[src/design/adpp_pkg.sv]
// Purpose: Shared constants and types of the actuator digital position port.
// Assumes: 20 MHz system clock; classic Wishbone register access.
// Notes: Status pins and codes are handled active high inside, inverted at pins; control pins stay active low until decode; motor pins are not inverted.
package adpp_pkg;
    // Clock and time base
    localparam int CLK_HZ = 20_000_000;
    localparam int MS_PER_S = 1000;
    // Default accept time of a command line, in ms
    localparam logic [7:0] DEB_MS_DEF = 8'h05;
    // Least low time the controller must give, in ms (far side)
    localparam int HOLD_MS_MIN = 30;
    // Position ranges
    localparam int NPOS_BCD = 96;
    localparam logic [6:0] BCD_MAX = 7'h60;
    localparam logic [6:0] PAR_MAX = 7'h08;
    localparam logic [6:0] PAR_OFFSET = 7'h01;
    localparam logic [6:0] POS_FIRST = 7'h01;
    localparam logic [6:0] POS_STEP = 7'h01;
    localparam logic [6:0] BCD_TENS = 7'h0A;
    localparam logic [3:0] BCD_DIGIT_MAX = 4'h9;
    localparam logic [6:0] DEF_OFS = 7'h01;
    // Input line indices inside the synchroniser vector
    localparam int NLINES = 11;
    localparam int LN_CMD0 = 8;
    localparam int NCMD = 3;
    // Command event indices
    localparam int EV_STEP = 0;
    localparam int EV_HOME = 1;
    localparam int EV_LATCH = 2;
    // Register byte offsets
    localparam logic [3:0] ADR_CTRL = 4'h0;
    localparam logic [3:0] ADR_STAT = 4'h4;
    localparam logic [3:0] ADR_MASK = 4'h8;
    localparam logic [3:0] ADR_POS = 4'hC;
    // Status and mask bits
    localparam int ST_DONE = 0;
    localparam int ST_ERR = 1;
    localparam int ST_CMD = 2;
    localparam int ST_W = 3;
    // Move sequencer
    typedef enum logic [1:0] {
        ADPP_IDLE = 2'b00,
        ADPP_ARM = 2'b01,
        ADPP_RUN = 2'b10
    } adpp_state_t;
endpackage

[src/design/adpp_port.sv]
// Purpose: Parallel digital control port of a multiposition valve actuator.
// Assumes: Motor mechanics sit outside on clk_i and answer start with busy.
// Notes: Decode mode is fixed by the PARALLEL parameter, BCD by default.
// How it works
// Every control input counts as asserted when low, idle when high.
// Controller holds an asserted input low at least thirty ms.
// Position, run, direction and error outputs are active low.
// Stuck valve stop reports position code zero, all lines high.
// Two-position modes work from the step line alone.
// Multiposition mode needs the controller to use step and home.
// Decode mode is fixed at build time, BCD by default.
// BCD mode decodes eight weighted lines into up to 96 positions.
// Parallel mode accepts one asserted line only, others invalid.
// Parallel lines map in weight order to positions one to eight.
// Parallel mode forces the position offset to one.
// Parallel mode clamps a position count above eight to eight.
// Latch falling and held low samples data and moves there.
// Position outputs change only after motion ends, to code zero on a stuck stop.
// Step falling and held low advances exactly one position.
// Home falling and held low moves to the first position.
// Inputs are synchronised and accepted only after a stable ms count; data lines need only two agreeing stages.
// Invalid pattern or code ignores the move and raises error.
module adpp_port
    import adpp_pkg::*;
#(
    parameter bit PARALLEL = 1'b0,
    parameter int unsigned MS_CYCLES = CLK_HZ / MS_PER_S,
    parameter int unsigned DEF_NPOS = 10
) (
    // Clock, reset, enable
    input wire logic clk_i,
    input wire logic rst_i,
    input wire logic ce_i,
    // Wishbone slave
    input wire logic wb_cyc_i,
    input wire logic wb_stb_i,
    input wire logic wb_we_i,
    input wire logic [3:0] wb_adr_i,
    input wire logic [3:0] wb_sel_i,
    input wire logic [31:0] wb_dat_i,
    output logic [31:0] wb_dat_o,
    output logic wb_ack_o,
    output logic irq_o,
    // Control pins, active low
    input wire logic step_n_i,
    input wire logic home_n_i,
    input wire logic latch_n_i,
    input wire logic [7:0] pos_n_i,
    // Status pins, active low
    output logic [7:0] pos_n_o,
    output logic run_n_o,
    output logic dir_n_o,
    output logic err_n_o,
    // Motor mechanics
    output logic mot_start_o,
    output logic [6:0] mot_target_o,
    output logic mot_cw_o,
    input wire logic mot_busy_i,
    input wire logic mot_stuck_i
);
    import adpp_pkg::*;

    if (MS_CYCLES < 1 || MS_CYCLES > 65535 || DEF_NPOS < 1 || DEF_NPOS > NPOS_BCD) begin : g_bad
        $error("adpp_port: parameter out of range");
    end

    localparam logic [6:0] RST_NPOS = (PARALLEL && DEF_NPOS > 8) ? PAR_MAX : 7'(DEF_NPOS);
    localparam logic [15:0] DIV_LAST = 16'(MS_CYCLES - 1);

    typedef struct packed {
        logic [NLINES-1:0] s1;
        logic [NLINES-1:0] s2;
        logic [NLINES-1:0] s3;
        logic [7:0] data;
        logic [15:0] div;
        logic tick;
        logic [NCMD-1:0][7:0] cnt;
        logic [NCMD-1:0] fired;
        adpp_state_t st;
        logic [6:0] cur;
        logic [6:0] tgt;
        logic [7:0] code;
        logic err;
        logic cw;
        logic start;
        logic [6:0] npos;
        logic [6:0] ofs;
        logic [7:0] deb;
        logic [ST_W-1:0] stat;
        logic [ST_W-1:0] mask;
        logic ack;
        logic [31:0] rdat;
    } adpp_regs_t;

    // Idle lines high and fired set; the high stages clear fired in the first cycle, so a line low at reset still fires
    localparam adpp_regs_t RST = '{
        s1: '1, s2: '1, s3: '1, data: 8'hFF, div: 16'h0000, tick: 1'b0,
        cnt: '0, fired: '1, st: ADPP_IDLE, cur: POS_FIRST, tgt: POS_FIRST,
        code: 8'h00, err: 1'b0, cw: 1'b0, start: 1'b0, npos: RST_NPOS,
        ofs: DEF_OFS, deb: DEB_MS_DEF, stat: '0, mask: '0, ack: 1'b0,
        rdat: 32'h0000_0000
    };

    // Weighted lines to position number; top bit marks a valid pattern
    function automatic logic [7:0] adpp_decode(input logic [7:0] c, input logic par);
        logic [7:0] r;
        r = 8'h00;
        if (par) begin
            for (int k = 0; k < 8; k++) begin
                if (c == (8'h01 << k)) begin
                    r = {1'b1, 7'(k + 1)};
                end
            end
        end else if (c[3:0] <= BCD_DIGIT_MAX && c[7:4] <= BCD_DIGIT_MAX) begin
            r = {1'b1, 7'({3'h0, c[7:4]} * BCD_TENS + {3'h0, c[3:0]})};
        end
        return r;
    endfunction

    // Position number back to the same line format as the input
    function automatic logic [7:0] adpp_encode(input logic [6:0] v, input logic par);
        if (par) begin
            return 8'h01 << (v - POS_FIRST);
        end
        return {4'(v / BCD_TENS), 4'(v % BCD_TENS)};
    endfunction

    function automatic logic [6:0] adpp_clamp(input logic [6:0] v, input logic [6:0] hi);
        if (v < POS_FIRST) begin
            return POS_FIRST;
        end
        return (v > hi) ? hi : v;
    endfunction

    adpp_regs_t q;
    adpp_regs_t n;
    logic [NCMD-1:0] ev;
    logic [7:0] dec;
    logic [6:0] dec_tgt;
    logic dec_ok;
    logic [6:0] step_tgt;
    logic [ST_W-1:0] st_set;
    logic hit;
    logic wr;

    // Latch decode and step target, offset removed to get the physical index
    always_comb begin
        dec = adpp_decode(~q.data, PARALLEL);
        dec_tgt = 7'(dec[6:0] - q.ofs + POS_FIRST);
        dec_ok = dec[7] && dec[6:0] != 7'h00 && dec[6:0] >= q.ofs && dec_tgt <= q.npos;
        step_tgt = (q.cur >= q.npos) ? POS_FIRST : 7'(q.cur + POS_STEP);
    end

    always_comb begin
        n = q;
        ev = '0;
        st_set = '0;
        hit = wb_cyc_i && wb_stb_i;
        wr = hit && q.ack && wb_we_i;
        // Three-stage synchroniser; s1 feeds only s2
        n.s1 = {latch_n_i, home_n_i, step_n_i, pos_n_i};
        n.s2 = q.s1;
        n.s3 = q.s2;
        // Data bits follow only where the last two stages agree
        n.data = (q.s3[7:0] & ~(q.s2[7:0] ^ q.s3[7:0])) | (q.data & (q.s2[7:0] ^ q.s3[7:0]));
        // Millisecond tick
        n.tick = (q.div == DIV_LAST);
        n.div = n.tick ? 16'h0000 : 16'(q.div + 16'h0001);
        // Command lines fire once per low period, after deb+1 ticks low
        for (int i = 0; i < NCMD; i++) begin
            if (q.s2[LN_CMD0+i] == q.s3[LN_CMD0+i]) begin
                if (q.s3[LN_CMD0+i]) begin
                    n.cnt[i] = 8'h00;
                    n.fired[i] = 1'b0;
                end else if (!q.fired[i]) begin
                    if (q.cnt[i] > q.deb) begin
                        ev[i] = 1'b1;
                        n.fired[i] = 1'b1;
                    end else if (q.tick) begin
                        n.cnt[i] = 8'(q.cnt[i] + 8'h01);
                    end
                end
            end
        end
        // Move sequencer; home beats latch beats step, events while moving drop
        n.start = 1'b0;
        case (q.st)
            ADPP_IDLE: begin
                if (ev != '0) begin
                    if (ev[EV_HOME]) begin
                        n.tgt = POS_FIRST;
                    end else if (ev[EV_LATCH]) begin
                        n.tgt = dec_tgt;
                    end else begin
                        n.tgt = step_tgt;
                    end
                    if (!ev[EV_HOME] && ev[EV_LATCH] && !dec_ok) begin
                        n.err = 1'b1;
                        st_set[ST_ERR] = 1'b1;
                    end else begin
                        n.cw = (n.tgt >= q.cur);
                        n.start = 1'b1;
                        n.st = ADPP_ARM;
                        st_set[ST_CMD] = 1'b1;
                    end
                end
            end
            ADPP_ARM: begin
                if (mot_busy_i) begin
                    n.st = ADPP_RUN;
                end
            end
            ADPP_RUN: begin
                if (!mot_busy_i) begin
                    n.st = ADPP_IDLE;
                    if (mot_stuck_i) begin
                        n.err = 1'b1;
                        n.code = 8'h00;
                        st_set[ST_ERR] = 1'b1;
                    end else begin
                        n.err = 1'b0;
                        n.cur = q.tgt;
                        n.code = adpp_encode(7'(q.tgt + q.ofs - POS_FIRST), PARALLEL);
                        st_set[ST_DONE] = 1'b1;
                    end
                end
            end
            default: begin
                n.st = ADPP_IDLE;
            end
        endcase
        // Bus: ack one cycle after the request, write lands on the ack edge
        n.ack = hit && !q.ack;
        if (hit && !q.ack) begin
            case (wb_adr_i)
                ADR_CTRL: n.rdat = {8'h00, q.deb, 1'b0, q.ofs, 1'b0, q.npos};
                ADR_STAT: n.rdat = {29'h0, q.stat};
                ADR_MASK: n.rdat = {29'h0, q.mask};
                ADR_POS: n.rdat = {22'h0, q.st != ADPP_IDLE, q.err, 1'b0, q.cur};
                default: n.rdat = 32'h0000_0000;
            endcase
        end
        if (wr && wb_adr_i == ADR_CTRL) begin
            if (wb_sel_i[0]) begin
                n.npos = adpp_clamp(wb_dat_i[6:0], PARALLEL ? PAR_MAX : BCD_MAX);
            end
            if (wb_sel_i[1] && !PARALLEL) begin
                n.ofs = adpp_clamp(wb_dat_i[14:8], BCD_MAX);
            end
            if (wb_sel_i[2]) begin
                n.deb = wb_dat_i[23:16];
            end
        end
        if (wr && wb_adr_i == ADR_MASK && wb_sel_i[0]) begin
            n.mask = wb_dat_i[ST_W-1:0];
        end
        // Write one clears; a same-cycle event wins over the clear
        n.stat = q.stat;
        if (wr && wb_adr_i == ADR_STAT && wb_sel_i[0]) begin
            n.stat = q.stat & ~wb_dat_i[ST_W-1:0];
        end
        n.stat = n.stat | st_set;
    end

    // Single state register, frozen while the enable is low
    always_ff @(posedge clk_i) begin
        if (rst_i) begin
            q <= RST;
        end else if (ce_i) begin
            q <= n;
        end
    end

    // Status pins are inverted register bits; motor, bus and irq outputs are not inverted
    assign pos_n_o = ~q.code;
    assign run_n_o = (q.st == ADPP_IDLE);
    assign dir_n_o = ~q.cw;
    assign err_n_o = ~q.err;
    assign mot_start_o = q.start;
    assign mot_target_o = q.tgt;
    assign mot_cw_o = q.cw;
    assign wb_dat_o = q.rdat;
    assign wb_ack_o = q.ack;
    assign irq_o = |(q.stat & q.mask);
endmodule

[config.mk]
export PLATFORM = sky130hd
export DESIGN_NAME = adpp_port
export DESIGN_NICKNAME = d
export VERILOG_FILES = /design/src/design/adpp_pkg.sv /design/src/design/adpp_port.sv
export SDC_FILE = /design/constraint.sdc
export NUM_CORES = 1
export LEC_CHECK = 0
export BUFFER_PORTS_ARGS = -buffer_cell sky130_fd_sc_hd__buf_4
export CAP_MARGIN = 5
export CORE_MARGIN = 8
export CORE_UTILIZATION = 40
export CTS_CLUSTER_SIZE = 16
export DETAILED_ROUTE_END_ITERATION = 6
export GPL_ROUTABILITY_DRIVEN = 0
export RECOVER_POWER = 25
export REMOVE_ABC_BUFFERS = 1
export SLEW_MARGIN = 20
export SYNTH_ARGS = -nofsm -noshare
export SYNTH_HDL_FRONTEND = slang
export SYNTH_SLANG_ARGS = --single-unit
[constraint.sdc]
create_clock -name clk_i -period 5.7 [get_ports clk_i]
set_input_delay 1.425 -clock clk_i [delete_from_list [all_inputs] [get_ports clk_i]]
set_output_delay 1.425 -clock clk_i [all_outputs]
set_load 0.02 [all_outputs]
==> reports/qor.yml <==
clocking:
  clock_path_buffers: 2
  insertion_delay_ns: 0.43
  cts.clk_slew.worst_paths_ns: 0.07
  hold_buffers: 0
  numClockSinks: 163
  cts-root-buf: "clkbuf_16"
  cts_tree: "built"
  htreeDepth: 4
  numCtsBuffers: 17
  post-cts-setup-buffer-count: 0
  cts_resized: 0
yosys:
  synth_area_um2: 9868
  synth_seq_area_share_pct: 33.07
  synth_flop_cell: "dfxtp_1"
  syn_area_per_cell_um2: 8.230
  yosysUniqueCellTypes: 81
  synth-edff-count: 0
  async_reset_ff_share_pct: 0
  ys_seq_elements: 163
  ys.warnings.count: 0
  synthCells: 1199
sta:
  timing.hold.ws_ns: 0.4534
  finalClockSkew_ns: 0.01274
  drv_slew: 62
  setup_viol_count_final: 0
  relSlewSlack_pct: -19.08
  fin_crit_ns: 5.006
  rsz0062_at_grt: "no"
  tightest_slew_ns: 1.786
  fin_crit_sh_pct: 87.82
  max_freq_mhz: 199.8
  hold_violations: 0
  setup_tns_ns: 0
floorplan:
  start_util_pct: 40.70
  io_pins: 113
  core-area_um2: 24250
  die_area_um2: 29950
  die_w_um: 173.1
  rows: 57
  die_h_um: 173.1
pwr:
  switching_share_pct: 24.84
  intPower_mw: 1.879
  p_switching_mw: 0.6208
  ir_drop_v: 0.0001512
  p_leak_nw: 4.601
  p_per_area_nw_per_um2: 226.6
  design_power_total_mw: 2.500
  seqPwrFrac_pct: 46.8
  power_frac_clock_pct: 47.2
  p_comb_share_pct: 6.0
global_routing:
  grt_usage_pct: 16.35
  grt-ovfl-total: 0
  grt_pass1_wl_mm: 40.88
  grt_max_degree: 66
  grt_pass1_vias: 7885
  antenna_found_initial: 0
route:
  routed_via_density: 5.249
  routedWlPerCell_um: 15.58
  drtIter0Drc: 566
  num_vias: 8262
  post-route-drc-count: 0
  ant_nets: 0
  dr.pass1.iters: 5
  drt-total-wl_mm: 24.53
run_status:
  violations: "max-capacitance violations, max-slew violations"
  status: "complete, but fails checks"
critical_path:
  reg2reg_to: "mot_cw_o"
  critPathArrivalTime_ns: 5.28
  worstRegToRegCells: 18
  endpoint_kind: "flip-flop"
  critPathMaxFanout: 4
  crit_required_ns: 5.98
  crit_path_start_kind: "flip-flop"
  r2r_setup_slack_ns: 0.69
  criticalPathCategory: "reg2reg"
place:
  dp_hpwl_mm: 18.04
  port_buffers: 91
layout:
  num_antenna_cells: 0
  layout-drive-gt1-share_pct: 9.920
  finalNetCount: 1385
  fill_cells: 2453
  areaGrowthSynthToFinish_pct: 11.80
flow_run:
  maxCapViolCount: 2
worst_hold_path:
  hold_depth: 2
  hold-path-endpoint: "wb_dat_o[21]"
  min_from: "wb_dat_o[21]"
  worstHoldPathType: "reg2reg"
-- metal layers --
layer  up-vias  GRT usage [%]  part of all wire (%)  routed length (um)
met5         -              0                     0                   0
met4         0          5.282                   1.8                 446
met3        31          2.962                   3.7                 919
met2       174          24.20                    42               10400
met1      3820          23.52                    52               12760
li1       4237              -                     -                   -
-- Yosys cell counts (4+ instances only) --
library cell / n / area (um^2)
a211oi_1: 4 / 30.03
a21boi_0: 4 / 30.03
a21o_1: 24 / 180.2
a21oi_1: 105 / 525.5
a22o_1: 5 / 43.79
a22oi_1: 9 / 67.56
a311oi_1: 5 / 43.79
a31oi_1: 12 / 75.07
and2_1: 5 / 31.28
and3_1: 7 / 43.79
buf_4: 39 / 292.8
clkbuf_1: 44 / 165.2
dfxtp_1: 163 / 3263
fa_1: 6 / 120.1
ha_1: 83 / 1039
inv_1: 97 / 364.1
mux2i_1: 40 / 400.4
nand2_1: 138 / 518.0
nand2b_1: 21 / 131.4
nand3_1: 52 / 260.3
nand4_1: 15 / 93.84
nor2_1: 88 / 330.3
nor2b_1: 7 / 43.79
nor3_1: 16 / 80.08
nor4_1: 8 / 50.05
nor4b_1: 5 / 43.79
o211ai_1: 15 / 112.6
o21a_1: 7 / 52.55
o21ai_0: 45 / 225.2
o31ai_1: 9 / 67.56
or3_1: 5 / 31.28
or4_1: 11 / 82.58
xnor2_1: 18 / 157.7
xor2_1: 19 / 166.4
-- cells in the final DEF (no fill, tap or decap), drive strengths merged, types with 24 or more instances in the layout --
| master | n |
|---|---|
| a21o | 24 |
| a21oi | 106 |
| o21ai | 45 |
| ha | 83 |
| buf | 69 |
| inv | 102 |
| nand3 | 52 |
| clkbuf | 49 |
| mux2i | 40 |
| dfxtp | 163 |
| nor2 | 88 |
| nand2 | 138 |
-- layout make-up --
cell class	instances	area (um^2)	area share (%)
Inverter	97	364.1	3.300
Sequential cell	163	3263	29.58
Timing Repair Buffer	99	630.6	5.716
Tap cell	324	405.4	3.674
Clock buffer	19	442.9	4.015
Multi-Input combinational cell	859	5777	52.36
Clock inverter	13	150.1	1.361
-- metrics by stage --
step	instance area [um^2]	setup WS [ns]	utilization (%)	cells
2_1_floorplan	9398	1.385	-	1119
3_3_place_gp	10550	0.8559	43.52	1542
3_5_place_dp	10550	0.8267	43.52	1542
4_1_cts	11150	0.7921	45.96	1574
5_1_grt	11030	0.3974	45.50	1574
6_report	11030	0.6940	45.50	1574
-- power by group through the flow --
stage | sequential, mW | combinational [mW] | clock [mW]
after floorplan | 1.19 | 0.0734 | 0
after global placement | 1.19 | 0.149 | 0
after detailed placement | 1.20 | 0.151 | 0
after CTS | 1.17 | 0.152 | 1.21
after global routing | 1.17 | 0.169 | 1.25
final | 1.17 | 0.151 | 1.18
-- sequential cells by signal, indices dropped and copies added, names as in the netlist, named ones only --
register,flops
n,22
wb_dat_o,22
mot_start_o,1
q,101
wb_ack_o,1
mot_cw_o,1
mot_target_o,7
-- worst max-delay path by stage --
stage / end / slack, ns / depth (start not counted)
2_1_floorplan: mot_cw_o / 1.38 / 17
3_5_place_dp: mot_cw_o / 0.83 / 17
6_report: mot_cw_o / 0.69 / 18
4_1_cts: mot_cw_o / 0.79 / 17
3_3_place_gp: mot_cw_o / 0.86 / 17
5_1_grt: mot_cw_o / 0.40 / 18
-- logic make-up (layout without fill, tap and decap cells) --
| group | count (synthesis) | after routing | synth area share (%) |
|---|---|---|---|
| compound gates | 278 | 278 | 18.25 |
| xor+xnor | 39 | 39 | 3.804 |
| fa+ha+maj | 89 | 89 | 11.74 |
| buf+inv | 186 | 228 | 8.799 |
| flops | 163 | 163 | 33.07 |
| mux | 44 | 44 | 4.856 |
| other cells | 1 | 10 | 0.03800 |
| simple gates | 399 | 399 | 19.45 |
-- critical path, cell delays in order, from the launching register on --
cell and delay, ns:
dfxtp_1 0.38, inv_1 0.11, ha_1 0.31, ha_1 0.19, inv_1 0.06, fa_1 0.48
xnor2_1 0.19, nor2_1 0.06, ha_1 0.31, ha_1 0.34, a21oi_1 0.17, xor2_1 0.20
ha_1 0.27, and4_1 0.21, a221oi_1 0.25, a41oi_1 0.10, o311a_1 0.41, a2111oi_0 0.70
a211oi_1 0.10
Note: power is estimated with default switching activity, not from simulation.
